`src/bsx_pkg.sv`:
```
// shared constants for the instruction execution block
package bsx_pkg;

   // ----------------------------------------------------------------
   // register byte offsets
   // ----------------------------------------------------------------
   localparam int ADDR_W = 8;
   localparam logic [7:0] REG_CMD = 8'h00;
   localparam logic [7:0] REG_STATUS = 8'h04;
   localparam logic [7:0] REG_WREG = 8'h08;
   localparam logic [7:0] REG_PC = 8'h0c;
   localparam logic [7:0] REG_LATCH = 8'h10;
   localparam logic [7:0] REG_STACK_TOP = 8'h14;
   localparam logic [7:0] REG_WDT = 8'h18;
   localparam logic [7:0] REG_FADDR = 8'h1c;
   localparam logic [7:0] REG_FDATA = 8'h20;
   localparam logic [7:0] REG_CYCLES = 8'h24;

   // ----------------------------------------------------------------
   // status register bit positions
   // ----------------------------------------------------------------
   localparam int ST_BUSY = 0;
   localparam int ST_SKIP = 1;
   localparam int ST_ZERO = 2;
   localparam int ST_TIMEOUT = 3;
   localparam int ST_PWRDN = 4;

   // ----------------------------------------------------------------
   // instruction word layout
   // ----------------------------------------------------------------
   localparam int OP_LSB = 0;
   localparam int OP_W = 4;
   localparam int DEST_BIT = 4;
   localparam int BSEL_LSB = 5;
   localparam int BSEL_W = 3;
   localparam int FSEL_LSB = 8;
   localparam int FSEL_W = 7;
   localparam int LIT_LSB = 16;
   localparam int LIT_W = 11;
   localparam int PC_W = 13;
   localparam int LATCH_W = 5;
   localparam int LATCH_HI = 4;
   localparam int LATCH_LO = 3;
   localparam logic DEST_WORK = 1'b0;
   localparam logic DEST_FILE = 1'b1;

   // ----------------------------------------------------------------
   // operation codes
   // ----------------------------------------------------------------
   localparam logic [3:0] OP_NOP = 4'h0;
   localparam logic [3:0] OP_BIT_TEST_SKIP_IF_SET = 4'h1;
   localparam logic [3:0] OP_BIT_TEST_SKIP_IF_CLEAR = 4'h2;
   localparam logic [3:0] OP_CLEAR_FILE_REG = 4'h3;
   localparam logic [3:0] OP_CLEAR_WORK_REG = 4'h4;
   localparam logic [3:0] OP_CALL = 4'h5;
   localparam logic [3:0] OP_JUMP_ABSOLUTE = 4'h6;
   localparam logic [3:0] OP_CLEAR_WATCHDOG = 4'h7;
   localparam logic [3:0] OP_COMPLEMENT_FILE_REG = 4'h8;
   localparam logic [3:0] OP_DECREMENT_FILE_REG = 4'h9;
   localparam logic [3:0] OP_INCREMENT_FILE_REG = 4'ha;
   localparam logic [3:0] OP_DECREMENT_SKIP_ZERO = 4'hb;
   localparam logic [3:0] OP_INCREMENT_SKIP_ZERO = 4'hc;

   // ----------------------------------------------------------------
   // reset values, cycle costs, bus answers
   // ----------------------------------------------------------------
   localparam logic RST_ZERO = 1'b0;
   localparam logic RST_TIMEOUT = 1'b1;
   localparam logic RST_PWRDN = 1'b1;
   localparam logic [31:0] PLAIN_CYCLES = 32'h1;
   localparam logic [31:0] BRANCH_CYCLES = 32'h2;
   localparam logic [1:0] RESP_OKAY = 2'b00;
   localparam logic [1:0] RESP_SLVERR = 2'b10;

endpackage

```
`src/bsx_exec.sv`:
```
// instruction execution block with axi4-lite register access
//
// Function
// - Skip-if-set discards the next instruction as a nop when the bit is one.
// - Skip-if-clear discards the next instruction as a nop when the bit is zero.
// - Clear-file writes zero into file register 0..127 and sets zero.
// - Clear-work loads zero into the work register and sets zero.
// - Call pushes pc plus one on the stack and costs two cycles.
// - Jump leaves stack and flags alone and costs two cycles.
// - Clear-watchdog zeroes counter and prescaler, sets timeout and powerdown.
// - Complement inverts the file register into the destination, updates zero.
// - Destination bit zero targets the work register, one the file register.
// - Decrement stores file minus one at the destination, updates zero.
// - Increment stores file plus one at the destination, updates zero.
// - Decrement-skip stores the result, keeps flags, skips next on zero.
// - Increment-skip stores the result, keeps flags, skips next on zero.
module bsx_exec #(
   parameter int STACK_DEPTH = 8,
   parameter int WDT_W = 8,
   parameter int PRE_W = 7
) (
   input wire logic aclk,
   input wire logic aresetn,
   input wire logic [7:0] s_axi_awaddr,
   input wire logic s_axi_awvalid,
   output logic s_axi_awready,
   input wire logic [31:0] s_axi_wdata,
   input wire logic [3:0] s_axi_wstrb,
   input wire logic s_axi_wvalid,
   output logic s_axi_wready,
   output logic [1:0] s_axi_bresp,
   output logic s_axi_bvalid,
   input wire logic s_axi_bready,
   input wire logic [7:0] s_axi_araddr,
   input wire logic s_axi_arvalid,
   output logic s_axi_arready,
   output logic [31:0] s_axi_rdata,
   output logic [1:0] s_axi_rresp,
   output logic s_axi_rvalid,
   input wire logic s_axi_rready,
   output logic wdt_expired
);

   localparam int SP_W = $clog2(STACK_DEPTH);

   // ----------------------------------------------------------------
   // state
   // ----------------------------------------------------------------
   typedef enum logic [1:0] {
      FSM_IDLE,
      FSM_FETCH,
      FSM_RD_WAIT
   } bsx_fsm_t;
   typedef struct packed {
      bsx_fsm_t fsm;
      logic [31:0] instr;
      logic skip;
      logic [7:0] work;
      logic zero;
      logic timeout_flag;
      logic powerdown_flag;
      logic [bsx_pkg::PC_W-1:0] pc;
      logic [bsx_pkg::LATCH_W-1:0] upper_address_latch;
      logic [STACK_DEPTH-1:0][bsx_pkg::PC_W-1:0] stack;
      logic [SP_W-1:0] sp;
      logic [WDT_W-1:0] watchdog_counter;
      logic [PRE_W-1:0] prescaler;
      logic expired;
      logic [31:0] cycles;
      logic [bsx_pkg::FSEL_W-1:0] faddr;
      logic aw_h;
      logic w_h;
      logic [7:0] awaddr;
      logic [31:0] wdata;
      logic wstrb0;
      logic bvalid;
      logic [1:0] bresp;
      logic rvalid;
      logic [1:0] rresp;
      logic [31:0] rdata;
   } bsx_state_t;

   bsx_state_t st_r;
   bsx_state_t st_nxt;
   logic ram_we;
   logic [bsx_pkg::FSEL_W-1:0] ram_addr;
   logic [7:0] ram_wdata;
   logic [7:0] ram_rdata;
   logic wr_go;
   logic ar_go;
   logic [31:0] ins;
   logic [3:0] op;
   logic dest;
   logic [bsx_pkg::BSEL_W-1:0] bsel;
   logic [bsx_pkg::FSEL_W-1:0] fsel;
   logic [bsx_pkg::LIT_W-1:0] lit;
   logic [7:0] res;
   logic [bsx_pkg::PC_W-1:0] stack_top;
   logic [31:0] status_word;
   logic [31:0] cyc_branch;

   // ----------------------------------------------------------------
   // helpers
   // ----------------------------------------------------------------
   function automatic logic [bsx_pkg::PC_W-1:0] jump_target(
      input logic [bsx_pkg::LIT_W-1:0] k,
      input logic [bsx_pkg::LATCH_W-1:0] latch
   );
      return {latch[bsx_pkg::LATCH_HI:bsx_pkg::LATCH_LO], k};
   endfunction

   function automatic logic [7:0] alu(
      input logic [3:0] code,
      input logic [7:0] v
   );
      case (code)
         bsx_pkg::OP_COMPLEMENT_FILE_REG: return ~v;
         bsx_pkg::OP_DECREMENT_FILE_REG,
         bsx_pkg::OP_DECREMENT_SKIP_ZERO: return v - 8'h01;
         bsx_pkg::OP_INCREMENT_FILE_REG,
         bsx_pkg::OP_INCREMENT_SKIP_ZERO: return v + 8'h01;
         default: return 8'h00;
      endcase
   endfunction

   // ----------------------------------------------------------------
   // decode
   // ----------------------------------------------------------------
   // a fresh command decodes from the held write data, a fetch from instr
   assign ins = (st_r.fsm == FSM_FETCH) ? st_r.instr : st_r.wdata;
   assign op = ins[bsx_pkg::OP_LSB +: bsx_pkg::OP_W];
   assign dest = ins[bsx_pkg::DEST_BIT];
   assign bsel = ins[bsx_pkg::BSEL_LSB +: bsx_pkg::BSEL_W];
   assign fsel = ins[bsx_pkg::FSEL_LSB +: bsx_pkg::FSEL_W];
   assign lit = ins[bsx_pkg::LIT_LSB +: bsx_pkg::LIT_W];
   assign res = alu(op, ram_rdata);
   assign stack_top = st_r.stack[st_r.sp - 1'b1];
   assign cyc_branch = st_r.cycles + bsx_pkg::BRANCH_CYCLES;

   always_comb begin
      status_word = 32'h0;
      status_word[bsx_pkg::ST_BUSY] = st_r.fsm != FSM_IDLE;
      status_word[bsx_pkg::ST_SKIP] = st_r.skip;
      status_word[bsx_pkg::ST_ZERO] = st_r.zero;
      status_word[bsx_pkg::ST_TIMEOUT] = st_r.timeout_flag;
      status_word[bsx_pkg::ST_PWRDN] = st_r.powerdown_flag;
   end

   // ----------------------------------------------------------------
   // bus handshakes
   // ----------------------------------------------------------------
   assign s_axi_awready = !st_r.aw_h && !st_r.bvalid;
   assign s_axi_wready = !st_r.w_h && !st_r.bvalid;
   assign wr_go = st_r.aw_h && st_r.w_h && (st_r.fsm == FSM_IDLE);
   assign s_axi_arready = (st_r.fsm == FSM_IDLE) && !st_r.rvalid && !wr_go;
   assign ar_go = s_axi_arvalid && s_axi_arready;
   assign s_axi_bvalid = st_r.bvalid;
   assign s_axi_bresp = st_r.bresp;
   assign s_axi_rvalid = st_r.rvalid;
   assign s_axi_rresp = st_r.rresp;
   assign s_axi_rdata = st_r.rdata;
   assign wdt_expired = st_r.expired;

   // ----------------------------------------------------------------
   // next state
   // ----------------------------------------------------------------
   always_comb begin
      st_nxt = st_r;
      st_nxt.expired = 1'b0;
      ram_we = 1'b0;
      ram_addr = st_r.faddr;
      ram_wdata = 8'h00;

      // watchdog advances on every prescaler wrap
      st_nxt.prescaler = st_r.prescaler + 1'b1;
      if (&st_r.prescaler) begin
         st_nxt.watchdog_counter = st_r.watchdog_counter + 1'b1;
         if (&st_r.watchdog_counter) begin
            st_nxt.timeout_flag = 1'b0;
            st_nxt.expired = 1'b1;
         end
      end

      if (st_r.bvalid && s_axi_bready) st_nxt.bvalid = 1'b0;
      if (st_r.rvalid && s_axi_rready) st_nxt.rvalid = 1'b0;
      if (s_axi_awvalid && s_axi_awready) begin
         st_nxt.aw_h = 1'b1;
         st_nxt.awaddr = s_axi_awaddr;
      end
      if (s_axi_wvalid && s_axi_wready) begin
         st_nxt.w_h = 1'b1;
         st_nxt.wdata = s_axi_wdata;
         st_nxt.wstrb0 = s_axi_wstrb[0];
      end

      // register writes; a word with lane 0 off has no effect
      if (wr_go) begin
         st_nxt.aw_h = 1'b0;
         st_nxt.w_h = 1'b0;
         st_nxt.bvalid = 1'b1;
         st_nxt.bresp = bsx_pkg::RESP_OKAY;
         case (st_r.awaddr)
            bsx_pkg::REG_CMD: begin
               if (st_r.wstrb0) begin
                  st_nxt.instr = st_r.wdata;
                  st_nxt.pc = st_r.pc + 1'b1;
                  st_nxt.cycles = st_r.cycles + bsx_pkg::PLAIN_CYCLES;
                  if (st_r.skip) begin
                     // discarded instruction runs as a nop
                     st_nxt.skip = 1'b0;
                  end else begin
                     case (op)
                        bsx_pkg::OP_CLEAR_FILE_REG: begin
                           ram_we = 1'b1;
                           ram_addr = fsel;
                           st_nxt.zero = 1'b1;
                        end
                        bsx_pkg::OP_CLEAR_WORK_REG: begin
                           st_nxt.work = 8'h00;
                           st_nxt.zero = 1'b1;
                        end
                        bsx_pkg::OP_CALL: begin
                           st_nxt.stack[st_r.sp] = st_r.pc + 1'b1;
                           st_nxt.sp = st_r.sp + 1'b1;
                           st_nxt.pc = jump_target(lit,
                              st_r.upper_address_latch);
                           st_nxt.cycles = cyc_branch;
                        end
                        bsx_pkg::OP_JUMP_ABSOLUTE: begin
                           st_nxt.pc = jump_target(lit,
                              st_r.upper_address_latch);
                           st_nxt.cycles = cyc_branch;
                        end
                        bsx_pkg::OP_CLEAR_WATCHDOG: begin
                           st_nxt.watchdog_counter = '0;
                           st_nxt.prescaler = '0;
                           st_nxt.timeout_flag = 1'b1;
                           st_nxt.powerdown_flag = 1'b1;
                           st_nxt.expired = 1'b0;
                        end
                        bsx_pkg::OP_BIT_TEST_SKIP_IF_SET,
                        bsx_pkg::OP_BIT_TEST_SKIP_IF_CLEAR,
                        bsx_pkg::OP_COMPLEMENT_FILE_REG,
                        bsx_pkg::OP_DECREMENT_FILE_REG,
                        bsx_pkg::OP_INCREMENT_FILE_REG,
                        bsx_pkg::OP_DECREMENT_SKIP_ZERO,
                        bsx_pkg::OP_INCREMENT_SKIP_ZERO: begin
                           ram_addr = fsel;
                           st_nxt.fsm = FSM_FETCH;
                        end
                        default: ;
                     endcase
                  end
               end
            end
            bsx_pkg::REG_WREG:
               if (st_r.wstrb0) st_nxt.work = st_r.wdata[7:0];
            bsx_pkg::REG_PC:
               if (st_r.wstrb0) st_nxt.pc = st_r.wdata[bsx_pkg::PC_W-1:0];
            bsx_pkg::REG_LATCH:
               if (st_r.wstrb0) st_nxt.upper_address_latch =
                  st_r.wdata[bsx_pkg::LATCH_W-1:0];
            bsx_pkg::REG_FADDR:
               if (st_r.wstrb0) st_nxt.faddr = st_r.wdata[bsx_pkg::FSEL_W-1:0];
            bsx_pkg::REG_FDATA: begin
               ram_we = st_r.wstrb0;
               ram_wdata = st_r.wdata[7:0];
            end
            bsx_pkg::REG_STATUS, bsx_pkg::REG_STACK_TOP,
            bsx_pkg::REG_WDT, bsx_pkg::REG_CYCLES: ;
            default: st_nxt.bresp = bsx_pkg::RESP_SLVERR;
         endcase
      end

      // register reads
      if (ar_go) begin
         st_nxt.rvalid = 1'b1;
         st_nxt.rresp = bsx_pkg::RESP_OKAY;
         st_nxt.rdata = 32'h0;
         case (s_axi_araddr)
            bsx_pkg::REG_CMD: st_nxt.rdata = st_r.instr;
            bsx_pkg::REG_STATUS: st_nxt.rdata = status_word;
            bsx_pkg::REG_WREG: st_nxt.rdata = 32'(st_r.work);
            bsx_pkg::REG_PC: st_nxt.rdata = 32'(st_r.pc);
            bsx_pkg::REG_LATCH: st_nxt.rdata = 32'(st_r.upper_address_latch);
            bsx_pkg::REG_STACK_TOP: st_nxt.rdata = 32'(stack_top);
            bsx_pkg::REG_WDT: st_nxt.rdata = 32'(st_r.watchdog_counter);
            bsx_pkg::REG_FADDR: st_nxt.rdata = 32'(st_r.faddr);
            bsx_pkg::REG_CYCLES: st_nxt.rdata = st_r.cycles;
            bsx_pkg::REG_FDATA: begin
               // memory answers one cycle later
               st_nxt.rvalid = 1'b0;
               st_nxt.fsm = FSM_RD_WAIT;
            end
            default: st_nxt.rresp = bsx_pkg::RESP_SLVERR;
         endcase
      end

      case (st_r.fsm)
         FSM_IDLE: ;
         FSM_FETCH: begin
            st_nxt.fsm = FSM_IDLE;
            case (op)
               bsx_pkg::OP_BIT_TEST_SKIP_IF_SET:
                  st_nxt.skip = ram_rdata[bsx_pkg::BSEL_W'(bsel)];
               bsx_pkg::OP_BIT_TEST_SKIP_IF_CLEAR:
                  st_nxt.skip = !ram_rdata[bsel];
               bsx_pkg::OP_DECREMENT_SKIP_ZERO,
               bsx_pkg::OP_INCREMENT_SKIP_ZERO:
                  st_nxt.skip = res == 8'h00;
               default:
                  st_nxt.zero = res == 8'h00;
            endcase
            if (op != bsx_pkg::OP_BIT_TEST_SKIP_IF_SET &&
                op != bsx_pkg::OP_BIT_TEST_SKIP_IF_CLEAR) begin
               if (dest == bsx_pkg::DEST_FILE) begin
                  ram_we = 1'b1;
                  ram_addr = fsel;
                  ram_wdata = res;
               end else begin
                  st_nxt.work = res;
               end
            end
         end
         FSM_RD_WAIT: begin
            st_nxt.fsm = FSM_IDLE;
            st_nxt.rvalid = 1'b1;
            st_nxt.rdata = 32'(ram_rdata);
         end
         default: st_nxt.fsm = FSM_IDLE;
      endcase

      if (!aresetn) begin
         st_nxt = '0;
         st_nxt.zero = bsx_pkg::RST_ZERO;
         st_nxt.timeout_flag = bsx_pkg::RST_TIMEOUT;
         st_nxt.powerdown_flag = bsx_pkg::RST_PWRDN;
         ram_we = 1'b0;
      end
   end

   always_ff @(posedge aclk) begin
      st_r <= st_nxt;
   end

   // ----------------------------------------------------------------
   // file register memory
   // ----------------------------------------------------------------
   bsx_file_ram #(
      .AW(bsx_pkg::FSEL_W),
      .DW(8)
   ) u_ram (
      .clk(aclk),
      .we(ram_we),
      .addr(ram_addr),
      .wdata(ram_wdata),
      .rdata(ram_rdata)
   );

endmodule

```
`src/bsx_file_ram.sv`:
```
// file register memory with registered read data
module bsx_file_ram #(
   parameter int AW = 7,
   parameter int DW = 8
) (
   input wire logic clk,
   input wire logic we,
   input wire logic [AW-1:0] addr,
   input wire logic [DW-1:0] wdata,
   output logic [DW-1:0] rdata
);

   // ----------------------------------------------------------------
   // storage
   // ----------------------------------------------------------------
   logic [DW-1:0] mem [0:(1<<AW)-1];
   logic [DW-1:0] rdata_r;

   always_ff @(posedge clk) begin
      if (we) begin
         mem[addr] <= wdata;
      end
      rdata_r <= mem[addr];
   end

   assign rdata = rdata_r;

endmodule

```
`config.mk`:
```
export PLATFORM = sky130hd
export DESIGN_NAME = bsx_exec
export DESIGN_NICKNAME = d
export VERILOG_FILES = /design/src/bsx_pkg.sv /design/src/bsx_exec.sv /design/src/bsx_file_ram.sv
export SDC_FILE = /design/constraint.sdc
export NUM_CORES = 2
export LEC_CHECK = 0
export BUFFER_PORTS_ARGS = -buffer_cell sky130_fd_sc_hd__clkbuf_2
export CAP_MARGIN = 20
export CORE_MARGIN = 2
export CORE_UTILIZATION = 50
export CTS_CLUSTER_DIAMETER = 30
export DETAILED_ROUTE_END_ITERATION = 12
export HOLD_SLACK_MARGIN = 0.08
export PLACE_DENSITY = 0.66
export REMOVE_ABC_BUFFERS = 1
export SYNTH_ARGS = -nofsm -noshare
export SYNTH_HDL_FRONTEND = slang
export SYNTH_HIERARCHICAL = 1
export SYNTH_SLANG_ARGS = --single-unit
```
`constraint.sdc`:
```
create_clock -name aclk -period 18.2 [get_ports aclk]
set_clock_uncertainty 0.1 [all_clocks]
set_input_delay 0.91 -clock aclk [delete_from_list [all_inputs] [get_ports aclk]]
set_output_delay 0.91 -clock aclk [all_outputs]
set_load 0.01 [all_outputs]
```
* After elaboration in Yosys (flattened, before gate mapping)
Memory sizes are Yosys's and may differ from the RTL's. A register that Yosys moved wholly into a read port is not among the register bits. Index checks and enable logic that the tools add are counted.
Cells by class: add/sub/neg operators 9, $lt $le $gt $ge 4, eq/ne operators 36, multiplexer cells 82, bitwise logic cells 3, reductions and logical operators 48
Operator list (number):
- 155-bit two-way mux | 3
- 32-bit case mux with 9 select lines | 1
- 228-bit two-way mux | 1
- 107-bit two-way mux | 1
- 104-bit bitwise mux | 1
- 8-bit two-way mux | 11
- 35-bit two-way mux | 2
- 7-bit two-way mux | 10
- 8-bit by 5-bit == test with 1-bit output (second input constant) | 8
- 59-bit two-way mux | 1
- 13-bit two-way mux | 4
- 13-bit binary-select mux with 3-bit select | 1
- 13-bit demux with 3-bit select | 1
- 32-bit by 1-bit adder with 32-bit output (second input constant) | 1
- 32-bit by 2-bit adder with 32-bit output (second input constant) | 1
- 8-bit by 4-bit == test with 1-bit output (second input constant) | 4
- 8-bit by 6-bit == test with 1-bit output (second input constant) | 4
- 32-bit two-way mux | 1
- 27-bit two-way mux | 1
- 13-bit case mux with 2 select lines | 1
- 8-bit zero test | 3
- 24-bit two-way mux | 1
- 8-bit case mux with 3 select lines | 1
- 1-bit two-way mux | 23
- other kinds (45) | 96
Storage, ports and cells: flip-flop bits (word level) 306, RAM bits 1024, input port bits 59, output and inout bits 42, logic and storage cells 216, memories 1
Memory list:
- u_ram.mem | words 128, width 8, rd ports 1, clocked after Yosys merged registers in 1, wr ports 1, RTL line bsx_file_ram.sv:16 | logic [DW-1:0] mem [0:(1<<AW)-1];

* Logic depth before layout (Yosys ltp)
depth in word-level cells 14, gate-level depth with buffers 23, depth with buffers taken out 16

* By module
The synthesis kept the hierarchy.
By module, submodules not included:
- bsx_file_ram | times used 1, cells each 2475, area each 40433.8 sq um, sequential area each 30909.6 sq um
- bsx_exec | times used 1, cells each 1709, area each 14292.5 sq um, sequential area each 6085.8 sq um

* Worst setup path before layout
No wires, ideal clock.
kind flip-flop to flip-flop, start point register st_r[306] (netlist name), end point memory u_ram.mem[0][2] (data pin), library setup time 1.197 ns, data arrival time 7.087 ns, required time 16.903 ns, path slack 9.816 ns, cell stages (with the launch flop) 12, buffers on the path 1, period minus slack after synthesis 8.384 ns, path through dfxtp_1 > buf_2 > or4b_4 > o31ai_4 > a22oi_4 > xor2_1 > ha_1 > nor2_1 > mux2i_1 > xnor2_1 > a21oi_1 > o21ai_0
On the way: longest elaborated chain between the ends 8, elaborated cells on any way between the ends 19, classes of those cells 8 x eq/ne; 6 x mux; 5 x reduce/logical
Ends and longest elaborated chain:
- start, declared | RTL line bsx_exec.sv:83 | bsx_state_t st_r;
- start signal, assigned | RTL line bsx_exec.sv:343 | st_r <= st_nxt;
- 2-bit by 1-bit == test with 1-bit output | RTL line bsx_exec.sv:130, bsx_exec.sv:299
- 27-bit two-way mux | RTL line bsx_exec.sv:130 | assign ins = (st_r.fsm == FSM_FETCH) ? st_r.instr : st_r.wdata;
- 4-bit == test | RTL line bsx_exec.sv:116 | case (code)
- 2-bit OR reduction | RTL line bsx_exec.sv:116
- 8-bit case mux with 3 select lines | RTL line bsx_exec.sv:116
- 8-bit two-way mux | RTL line bsx_exec.sv:316 | if (dest == bsx_pkg::DEST_FILE) begin
- 8-bit two-way mux | RTL line bsx_exec.sv:314 | if (op != bsx_pkg::OP_BIT_TEST_SKIP_IF_SET &&
- 8-bit two-way mux (*) | RTL line bsx_exec.sv:299 | case (st_r.fsm)
- named net ram_wdata[2] | RTL line bsx_exec.sv:87 | logic [7:0] ram_wdata;
- end, declared | RTL line bsx_file_ram.sv:16
The timed path passes the listed nets; every way through them passes the cells marked *.

* Worst setup path after layout
start point register st_r[305] (netlist name), end point register u_ram.rdata_r[1], in the netlist u_ram/rdata[1], read port of u_ram.mem
On the way: longest elaborated chain between the ends 12, elaborated cells on any way between the ends 24, classes of those cells 11 x eq/ne; 9 x mux; 4 x reduce/logical
Ends and longest elaborated chain:
- 2-bit by 1-bit == test with 1-bit output | RTL line bsx_exec.sv:130, bsx_exec.sv:299
- 27-bit two-way mux | RTL line bsx_exec.sv:130
- 4-bit == test, or another cell as far along | RTL line bsx_exec.sv:212 | case (op)
- 8-bit OR reduction (no source line)
- 7-bit two-way mux | RTL line bsx_exec.sv:212
- 7-bit two-way mux | RTL line bsx_exec.sv:208 | if (st_r.skip) begin
- 7-bit two-way mux | RTL line bsx_exec.sv:204 | if (st_r.wstrb0) begin
- 7-bit two-way mux | RTL line bsx_exec.sv:202 | case (st_r.awaddr)
- 7-bit two-way mux | RTL line bsx_exec.sv:197 | if (wr_go) begin
- 7-bit two-way mux | RTL line bsx_exec.sv:316
- 7-bit two-way mux | RTL line bsx_exec.sv:314
- 7-bit two-way mux (*) | RTL line bsx_exec.sv:299
- named net ram_addr, one bit | RTL line bsx_exec.sv:86 | logic [bsx_pkg::FSEL_W-1:0] ram_addr;
- end, declared | RTL line bsx_file_ram.sv:17 | logic [DW-1:0] rdata_r;
Marks and branches as above. A chain may end at the register's enable or synchronous reset.

==> metrics.csv <==
metric;value;unit
outcome;complete, no violations;
die_w;335;um
start_kind;flop;
fin_cells;5881;
grt.total_usage;28.3;%
dp.cells;5431;
path_buf_inv;3;
cts_resized;0;
grt_overflow;0;
ys.flop_type;edfxtp_1;
synth_edf_count;1024;
p_leak;22.1;nW
clkPwrFrac;57.3;%
cts_buffers;234;
total_power;7.88;mW
wire_per_inst;27.3;um
clk_latency;0.81;ns
p_sw;1.62;mW
die_area;112000;um^2
netlist_instances;4184;
path_class;flop to flop;
grt_pass1_vias;36600;
critical_path_required;18.81;ns
power.share.combinational;1.2;%
io_buffer_count;95;
synth_warnings;6;
cts_tree;built;
cts_hold_buffers;0;
clockRootBuffer;clkbuf_16;
placed_area;56100;um^2
initial_core_util;50.3;%
path_common_cell;buf_4;
crit_path_end_kind;flop;
grt_start_max_net_pins;118;
via_count;37700;
synthArstFlopShare;0;%
drive_gt1_share;17.0;%
setup-tns-final;0;ns
yosysTopAreaCellShare;56.2;%
synthTopCellsByArea;edfxtp_1 (56%), dfxtp_1 (11%), a221oi_1 (4.0%), nor2_1 (3.3%), nand2_1 (2.5%);
power_density;122;nW/um^2
peakVddDrop;94.6;uV
cap_violations;0;
gp_congestion;0.913;
holdWs;0.227;ns
fin_area;64600;um^2
die_y;335;um
core;109000;um^2
n_fill_cell;8424;
synth_area_leader_cell;edfxtp_1;
pre_cts_slack;11.01;ns
setup_viol;0;
final_common_cell;edfxtp_1;
post_cts_buffers;0;
synthDistinctLibCells;86;
hold_viol;0;
diodes;0;
grt_pass1_wl;238;mm
ys_seq_area_share;67.6;%
fin_crit;7.29;ns
slew_headroom;18.6;%
p_int;6.26;mW
viasPerCell;6.41;
cts.clk_slew.worst_paths;0.05;ns
drv_slew;0;
rsz0062_at_grt;false;
ys_seq_elements;1336;
boundaryPins;101;
max_freq;137;MHz
clockBufferDepth;3;
grt_antenna_before_repair;4;
slowest_delay;0.84;ns
dp_hpwl;93.0;mm
utilization;59.4;%
area_growth;18.1;%
drc_errors;0;
post-route-period-util;40.0;%
crit_arrival;7.90;ns
ant_nets;0;
htreeDepth;4;
p_seq_share;41.5;%
worst_pin_slew;1.22;ns
num-nets-final;4330;
fin_ws;10.91;ns
avgSynthCellArea;13.1;um^2
wl;160;mm
slowest_stage;nor2b_4;
hold_path_class;primary input to flop;
most-common-layout-cells;edfxtp_1 (1024), nor2_1 (475), nand2_1 (365);
crit_family;simple AND/OR/NAND/NOR gates;
clkSinkCount;1336;
cp_cell_sequence;nor2b_4 > or3_1 > o31ai_1 > a21oi_1 > and2_1 > nand2_1 > o21ai_4 > buf_4 > nor2b_4 > buf_4 > buf_4 > a22oi_1 > nand3_1 > nand2_1 > a2111oi_0 > nor3_1 > nand3_1;
syn_area;54700;um^2
std_cell_rows;121;
dr.pass1.iters;6;
worst-path-max-fanout;48;
swShare;20.6;%
drt_iter0_drc;4696;
==> registers in the layout, indices dropped and copies added, names as in the netlist, named ones only <==
| name | count |
|---|---|
| u_ram/mem | 1024 |
| st_r | 163 |
| s_axi_rdata | 32 |
| u_ram/rdata | 8 |
| s_axi_bresp | 1 |
| s_axi_bvalid | 1 |
| s_axi_rresp | 1 |
| s_axi_rvalid | 1 |
| wdt_expired | 1 |
==> cells in the mapped netlist, types with 23 or more instances <==
master / count
nor3_1: 51
buf_2: 83
nand3_1: 71
edfxtp_1: 1024
buf_6: 23
mux2i_1: 105
a22oi_1: 92
xnor2_1: 23
clkbuf_1: 185
nand2b_1: 29
nor2_1: 482
a221oi_1: 253
mux4_2: 39
buf_4: 46
xor2_1: 27
a21oi_1: 236
o22ai_1: 26
dfxtp_1: 312
a211oi_1: 118
and3_1: 29
mux2_2: 63
o21ai_0: 122
nand2_1: 365
a22o_1: 49
==> power by group through the flow <==
stage,logic (mW),clock network [mW],registers [mW]
after global routing,0.104,4.71,3.27
after CTS,0.0947,4.55,3.27
after global placement,0.0930,0,3.33
final,0.0948,4.52,3.27
after floorplan,0.0528,0,3.32
after detailed placement,0.0941,0,3.33
==> routing by layer <==
metal | track usage [%] | share of wire (%) | vias to the layer above
li1 | - | - | 16400
met1 | 37.4 | 39 | 18800
met2 | 45.4 | 47 | 2138
met3 | 5.83 | 10 | 380
met4 | 12.5 | 4.1 | 4
met5 | 0 | 0.016 | -
==> tightest hold or removal path, cell delays in order <==
cell and delay, ns:
clkbuf_2 0.08, nand2_1 0.04, a21oi_1 0.05
==> cells by family (layout without fill, tap and decap cells) <==
| logic type | after synthesis | in the layout | share of synthesized area (%) |
|---|---|---|---|
| XOR/XNOR | 50 | 50 | 0.800 |
| flip-flops | 1336 | 1336 | 67.6 |
| adder cells (fa/ha/maj) | 8 | 8 | 0.183 |
| buffers and inverters | 371 | 653 | 3.37 |
| AO/OA/AOI/OAI | 1058 | 1058 | 13.9 |
| multiplexers | 212 | 212 | 4.93 |
| other | 1 | 2 | 0.00685 |
| AND/OR/NAND/NOR | 1148 | 1148 | 9.21 |
==> area by class of cell <==
| type | count | area [um^2] | share of cell area (%) |
|---|---|---|---|
| sequential | 1336 | 37000 | 57.3 |
| multi-input combinational | 2478 | 16100 | 24.9 |
| clock buffer | 265 | 6220 | 9.63 |
| clock inverter | 175 | 2090 | 3.24 |
| tap | 1414 | 1770 | 2.74 |
| timing repair buffer | 195 | 1380 | 2.14 |
| inverter | 18 | 77.6 | 0.120 |
==> path summary, 6_finish.rpt <==
check / startpoint / endpoint / slack [ns] / depth (start not counted)
setup / recovery: st_r[305]$_SDFF_PN0_ / u_ram/rdata[1]$_DFF_P_ / 10.91 / 17
hold / removal: s_axi_wdata[20] / st_r[59]$_SDFFE_PN0P_ / 0.23 / 3
setup reg to reg: st_r[305]$_SDFF_PN0_ / u_ram/rdata[1]$_DFF_P_ / 10.91 / 17
hold reg to reg: st_r[121]$_SDFF_PN0_ / st_r[121]$_SDFF_PN0_ / 0.34 / 1
No activity file was read; power rests on OpenSTA's default activity.
